==> config.mk <==
export PLATFORM = sky130hd
export DESIGN_NAME = smc_top
export DESIGN_NICKNAME = d
export VERILOG_FILES = /design/src/verilog/smc_pkg.sv /design/src/verilog/smc_top.sv /design/src/verilog/smc_sync.sv
export SDC_FILE = /design/constraint.sdc
export NUM_CORES = 1
export LEC_CHECK = 0
export ABC_AREA = 1
export BUFFER_PORTS_ARGS = -buffer_cell sky130_fd_sc_hd__buf_4
export CAP_MARGIN = 10
export CORE_MARGIN = 2
export CORE_UTILIZATION = 51
export DETAILED_ROUTE_END_ITERATION = 16
export GPL_TIMING_DRIVEN = 0
export PLACE_DENSITY = 0.83
export SETUP_SLACK_MARGIN = 0.4
export SYNTH_ARGS = -nofsm -noshare
export SYNTH_HDL_FRONTEND = slang
export SYNTH_SLANG_ARGS = --single-unit
==> constraint.sdc <==
create_clock -name clk_i -period 3 [get_ports clk_i]
set_clock_uncertainty 0.05 [all_clocks]
set_input_delay 0.45 -clock clk_i [delete_from_list [all_inputs] [get_ports clk_i]]
set_output_delay 0.45 -clock clk_i [all_outputs]
set_load 0.02 [all_outputs]
==> src/verilog/smc_pkg.sv <==
// Package: register map, field layout and reset values of the supply monitor
package smc_pkg;
   // ***********************************************************
   // Register offsets (byte addresses on the bus)
   // ***********************************************************
   localparam logic [15:0] CTRL_OFS      = 16'hff50;
   localparam logic [15:0] THRESH_OFS    = 16'hff51;
   localparam logic [15:0] CAUSE_OFS     = 16'hff52;
   localparam logic [15:0] IRQ_OFS       = 16'hff53;
   // ***********************************************************
   // Field positions
   // ***********************************************************
   localparam int          CTRL_EN_BIT   = 7;
   localparam int          CTRL_MODE_BIT = 1;
   localparam int          CTRL_FLAG_BIT = 0;
   localparam int          CAUSE_MON_BIT = 0;
   localparam int          IRQ_PEND_BIT  = 0;
   localparam int          IRQ_MASK_BIT  = 1;
   localparam int          LEVEL_W       = 4;
   localparam logic [3:0]  LEVEL_MAX     = 4'h9;
   // ***********************************************************
   // Reset values
   // ***********************************************************
   localparam logic [7:0]  CTRL_RST      = 8'h00;
   localparam logic [7:0]  THRESH_RST    = 8'h00;
   localparam logic        MASK_RST      = 1'h1;
endpackage

==> src/verilog/smc_top.sv <==
// Supply monitor control: registers, flag, interrupt and reset request
`timescale 1ns/1ns
// Notes on behaviour
// - Monitor-caused reset keeps threshold register; other resets clear it.
// - Changing level while enabled gives undefined level; disable first.
// - Reset response: reset held while supply below threshold, then released.
// - Interrupt response: low-supply interrupt raised when supply drops.
// - With mask clear, an interrupt may follow enable at once.
// - Selecting reset mode with adequate supply does not assert reset.
// - Any reset sets the interrupt mask bit.
// - Monitor reset cause flag is bit 0 of the cause register.
// - Control: enable bit 7, mode bit 1, read-only flag bit 0.
// - Flag is one while supply below threshold and monitor enabled.
// - Flag drives interrupt only when enabled and in interrupt mode.
// - Monitor-caused reset keeps control register; other resets clear it.
module smc_top (
   input  wire logic        clk_i,
   input  wire logic        rst_i,
   input  wire logic        wb_cyc_i,
   input  wire logic        wb_stb_i,
   input  wire logic        wb_we_i,
   input  wire logic [15:0] wb_adr_i,
   input  wire logic [7:0]  wb_dat_i,
   input  wire logic        wb_sel_i,
   output logic      [7:0]  wb_dat_o,
   output logic             wb_ack_o,
   input  wire logic        cmp_below_i,
   output logic             cmp_en_o,
   output logic      [3:0]  level_code_o,
   output logic             low_supply_irq_o,
   output logic             monitor_reset_o
);
   // ***********************************************************
   // State
   // ***********************************************************
   logic       below_sync;
   logic       enable_q;
   logic       mode_q;
   logic [3:0] level_q;
   logic       cause_q;
   logic       mask_q;
   logic       pend_q;
   logic       flag;
   logic       req;
   logic       wr;
   logic       rd;
   logic       mon_rst_q;
   logic       keep_q;
   logic       keep;
   logic       wipe;

   smc_sync u_sync (
      .clk_i   (clk_i),
      .rst_i   (wipe),
      .async_i (cmp_below_i),
      .sync_o  (below_sync)
   );

   assign req  = wb_cyc_i && wb_stb_i && !wb_ack_o;
   assign wr   = req && wb_we_i && wb_sel_i;
   assign rd   = req && !wb_we_i;
   assign flag = enable_q && below_sync;
   assign keep = mon_rst_q || keep_q;

   // ***********************************************************
   // Reset source: a reset met while the monitor asks for one
   // ***********************************************************
   // An unknown request flag falls through to a full clear at power-up
   always_comb begin
      wipe = rst_i;
      if (rst_i && keep) begin
         wipe = 1'h0;
      end
   end

   // Remembers the monitor as cause for as long as the reset lasts
   always_ff @(posedge clk_i) begin
      if (wipe) begin
         keep_q <= 1'h0;
      end else begin
         keep_q <= rst_i;
      end
   end

   function automatic logic hit(input logic [15:0] a, input logic [15:0] o);
      hit = (a == o);
   endfunction

   // ***********************************************************
   // Control register; kept across a monitor-caused reset
   // ***********************************************************
   always_ff @(posedge clk_i) begin
      if (wipe) begin
         enable_q <= smc_pkg::CTRL_RST[smc_pkg::CTRL_EN_BIT];
         mode_q   <= smc_pkg::CTRL_RST[smc_pkg::CTRL_MODE_BIT];
      end else if (wr && hit(wb_adr_i, smc_pkg::CTRL_OFS)) begin
         enable_q <= wb_dat_i[smc_pkg::CTRL_EN_BIT];
         mode_q   <= wb_dat_i[smc_pkg::CTRL_MODE_BIT];
      end
   end

   always_ff @(posedge clk_i) begin
      if (wipe) begin
         level_q <= smc_pkg::THRESH_RST[3:0];
      end else if (wr && hit(wb_adr_i, smc_pkg::THRESH_OFS)) begin
         level_q <= wb_dat_i[3:0];
      end
   end

   // ***********************************************************
   // Reset request and cause
   // ***********************************************************
   always_ff @(posedge clk_i) begin
      if (wipe) begin
         mon_rst_q <= 1'h0;
      end else begin
         mon_rst_q <= enable_q && mode_q && below_sync;
      end
   end

   always_ff @(posedge clk_i) begin
      if (wipe) begin
         cause_q <= 1'h0;
      end else if (mon_rst_q) begin
         cause_q <= 1'h1;
      end else if (rd && hit(wb_adr_i, smc_pkg::CAUSE_OFS)) begin
         cause_q <= 1'h0;
      end
   end

   // ***********************************************************
   // Interrupt pending and mask
   // ***********************************************************
   always_ff @(posedge clk_i) begin
      if (rst_i) begin
         mask_q <= smc_pkg::MASK_RST;
      end else if (wr && hit(wb_adr_i, smc_pkg::IRQ_OFS)) begin
         mask_q <= wb_dat_i[smc_pkg::IRQ_MASK_BIT];
      end
   end

   always_ff @(posedge clk_i) begin
      if (rst_i) begin
         pend_q <= 1'h0;
      end else if (flag && !mode_q) begin
         pend_q <= 1'h1;
      end else if (wr && hit(wb_adr_i, smc_pkg::IRQ_OFS)
                   && !wb_dat_i[smc_pkg::IRQ_PEND_BIT]) begin
         pend_q <= 1'h0;
      end
   end

   always_ff @(posedge clk_i) begin
      if (rst_i) begin
         low_supply_irq_o <= 1'h0;
      end else begin
         low_supply_irq_o <= flag && !mode_q && !mask_q;
      end
   end

   // ***********************************************************
   // Analogue side outputs
   // ***********************************************************
   always_ff @(posedge clk_i) begin
      if (wipe) begin
         cmp_en_o     <= 1'h0;
         level_code_o <= 4'h0;
      end else begin
         cmp_en_o     <= enable_q;
         level_code_o <= level_q;
      end
   end

   always_ff @(posedge clk_i) begin
      if (wipe) begin
         monitor_reset_o <= 1'h0;
      end else begin
         monitor_reset_o <= enable_q && mode_q && below_sync;
      end
   end

   // ***********************************************************
   // Bus slave
   // ***********************************************************
   always_ff @(posedge clk_i) begin
      if (rst_i) begin
         wb_ack_o <= 1'h0;
         wb_dat_o <= 8'h00;
      end else begin
         wb_ack_o <= req;
         wb_dat_o <= 8'h00;
         if (rd) begin
            if (hit(wb_adr_i, smc_pkg::CTRL_OFS)) begin
               wb_dat_o <= {enable_q, 5'h00, mode_q, flag};
            end else if (hit(wb_adr_i, smc_pkg::THRESH_OFS)) begin
               wb_dat_o <= {4'h0, level_q};
            end else if (hit(wb_adr_i, smc_pkg::CAUSE_OFS)) begin
               wb_dat_o <= {7'h00, cause_q};
            end else if (hit(wb_adr_i, smc_pkg::IRQ_OFS)) begin
               wb_dat_o <= {6'h00, mask_q, pend_q};
            end
         end
      end
   end
endmodule

==> src/verilog/smc_sync.sv <==
// Two-stage synchroniser for the comparator output
`timescale 1ns/1ns
module smc_sync (
   input  wire logic clk_i,
   input  wire logic rst_i,
   input  wire logic async_i,
   output logic      sync_o
);
   logic meta_q;

   always_ff @(posedge clk_i) begin
      if (rst_i) begin
         meta_q <= 1'h0;
         sync_o <= 1'h0;
      end else begin
         meta_q <= async_i;
         sync_o <= meta_q;
      end
   end
endmodule

==> metrics.md <==
| Metric | Value |
|---|---|
| Status | completed |
| Worst-path clk slew | 140 ps |
| Core Box Area | 2190 um^2 |
| Critical Path Max Stage Delay | 420 ps |
| Combinational share of power | 12.6% |
| Cell Rows | 17 |
| DRT antenna net count | 0 |
| Synth Cell Area | 1180 um^2 |
| Required time worst endpoint | 2500 ps |
| ANT cells | 0 |
| Sequential share of power | 59.9% |
| Routability cong. | 0.891 |
| First-pass GRT wire length | about 4600 um |
| WL final | 2660 um |
| Final Power | 0.563 mW |
| Post-Syn Instances | around 180 |
| Post-synthesis register bit count | 25 |
| Clock latency at the later pin of the worst-skew pair | roughly 320 ps |
| Avg WL per Cell | 10.7 um |
| Via density | 4.75 |
| Clock Power Share | 27.5% |
| Largest net degree at the start of global routing | 16 |
| GR Overflow Total | 0 |
| Sw Ratio | 25.1% |
| Worst setup margin | 1590 ps |
| PortBufs | 40 |
| Largest fanout on the critical path | 3 |
| Buffer count from post-CTS setup fixing | 0 |
| Slowest-stage cell, CP | dfxtp_1 |
| Setup TNS | 0 ps |
| RSZ-0062 raised after global routing | no |
| Cell internal pwr | 0.421 mW |
| P&R area growth vs syn | 31.6% |
| Overall Global Routing Usage | a little under a quarter |
| WP data arrival | 910 ps |
| Period minus WS final | 1410 ps |
| Max Clk Rate | 707 MHz |
| Max-cap violations | 0 |
| First DRT Iteration DRCs | 23 |
| # setup viols final | 0 |
| Post-route non-filler standard cell count | around 250 |
| CTS Buffer Depth | 2 |
| Resize count post-CTS | 0 |
| Fin. max-slew vios | 0 |
| Post-CTS Hold Buffers | 0 |
| Hold Path Class | in -> reg |
| Ys Warns | 0 |
| P_leak | 0.782 nW |
| Period utilisation layout | a little under half |
| CP Capture Type | output pin |
| Die Width | 52.1 um |
| CP startpoint kind | flop |
| Final core utilization | a little under three quarters |
| CTS Sinks | 25 |
| Remaining DRCs | 0 |
| CTS Root Cell | clkbuf_4 |
| Initial antenna violation count | 0 |
| Initial Utilization | 53.9% |
| Die Ht | 52.1 um |
| Die ar. | 2710 um^2 |
| # IOs | 47 |
| Final nets | 253 |
| Crit Path Category | reg -> out |
| Inserted Clock Buffers | 3 |
| Vias in the first global route | 1142 |
| Synth cell types | 20 |
| 1st-pass router iterations | 4 |
| Placed insts | 245 |
| P_sw | 0.141 mW |
| Crit path cell chain | buf_4 |
| DR vias | 1183 |
| Layout cells sized above 1 | 30.8% |
| Worst vdd ir | 0.347 mV |
| Dpl hpwl | 2220 um |
| Post-synthesis sequential area ratio | 42.4% |
| Hold Vio Cnt, Final | 0 |
| Most common cell after layout, fill and taps aside | nand2_1 |
| Avg Inst Size Synth | just under 7 um^2 |
| Most frequent cells in the layout | nand2_1, buf_4, nor2_1 |
| Htree depth | 1 |
| Pre-CTS setup slack | 1450 ps |
| CP bufs+invs | 1 |
| Delay-heaviest family, CP | flip-flops |
| CTS tree | done |
| Pwr/cell area | 362 nW/um^2 |
==> synth_stat cells <==
| library cell | count | area (um^2) |
|---|---|---|
| dfxtp_1 | 25 | 500 |
| nand3_2 | 2 | 20.0 |
| inv_2 | 1 | 3.75 |
| nor4_1 | 1 | 6.26 |
| nor2_4 | 2 | 22.5 |
| nor2_1 | 32 | 120 |
| a21oi_2 | 2 | 17.5 |
| buf_4 | 3 | 22.5 |
| inv_1 | 28 | 105 |
| clkinv_2 | 1 | 5.00 |
| nor2_2 | 5 | 31.3 |
| buf_2 | 1 | 5.00 |
| nor3_2 | 2 | 20.0 |
| conb_1 | 1 | 3.75 |
| nand3_1 | 9 | 45.0 |
| nor3_1 | 5 | 25.0 |
| a21oi_1 | 2 | 10.0 |
| nand2_1 | 46 | 173 |
| nand2_2 | 5 | 31.3 |
| nand4_1 | 2 | 12.5 |
==> cells by family (layout without fill, tap and decap cells) <==
| family | count (synthesis) | in the layout | share of synthesized area [%] |
|---|---|---|---|
| buffers and inverters | 34 | 78 | 12.0 |
| AO/OA/AOI/OAI | 4 | 4 | 2.33 |
| AND/OR/NAND/NOR | 111 | 111 | 42.9 |
| other | 1 | 3 | 0.318 |
| flip-flops | 25 | 25 | 42.4 |
==> power groups by stage <==
stage	Sequential, mW	Clock (mW)	Combinational [mW]
floorplan	0.344	0	0.0327
global placement	0.344	0	0.0682
detailed placement	0.344	0	0.0709
CTS	0.337	0.156	0.0711
global route	0.337	0.171	0.0793
finish	0.337	0.155	0.0710
==> final cells by class <==
type / count / area, um^2
fillers: 190 / 638
clock inverters: 1 / 7.51
repair buffers: 40 / 300
clock buffers: 3 / 22.5
plain buffers: 4 / 27.5
multi-input cells: 118 / 546
well taps: 28 / 35.0
inverters: 30 / 114
flip-flops and latches: 25 / 500
==> stage by stage <==
step           instance area, um^2  hold slack, ps
2_1_floorplan                 1190             344
3_3_place_gp                  1520             346
3_5_place_dp                  1520             363
4_1_cts                       1550             243
5_1_grt                       1550             241
6_report                      1550             240
==> worst paths after layout <==
kind / startpoint / end / cells past startpoint / slack [ps]
max reg2reg: wb_ack_o / wb_dat_o[2] / 7 / 1670
min reg2reg: u_sync.meta_q / u_sync.sync_o / 2 / 380
min: rst_i / pend_q / 2 / 240
max: monitor_reset_o / monitor_reset_o / 1 / 1590
==> layer usage <==
layer	wire, um	global-route usage [%]	vias to the layer above
li1	-	-	612
met1	1070	26.0	520
met2	1370	42.2	47
met3	192	3.74	4
met4	34	11.0	0
met5	0	0	-
==> flip-flops by register name, indices dropped and copies added, names as in the netlist <==
signal / count
cause_q: 1
cmp_en_o: 1
enable_q: 1
keep_q: 1
level_code_o: 4
level_q: 4
low_supply_irq_o: 1
mask_q: 1
mode_q: 1
monitor_reset_o: 1
pend_q: 1
u_sync.meta_q: 1
u_sync.sync_o: 1
wb_ack_o: 1
wb_dat_o: 5
Power figures use the tool's default switching activity.
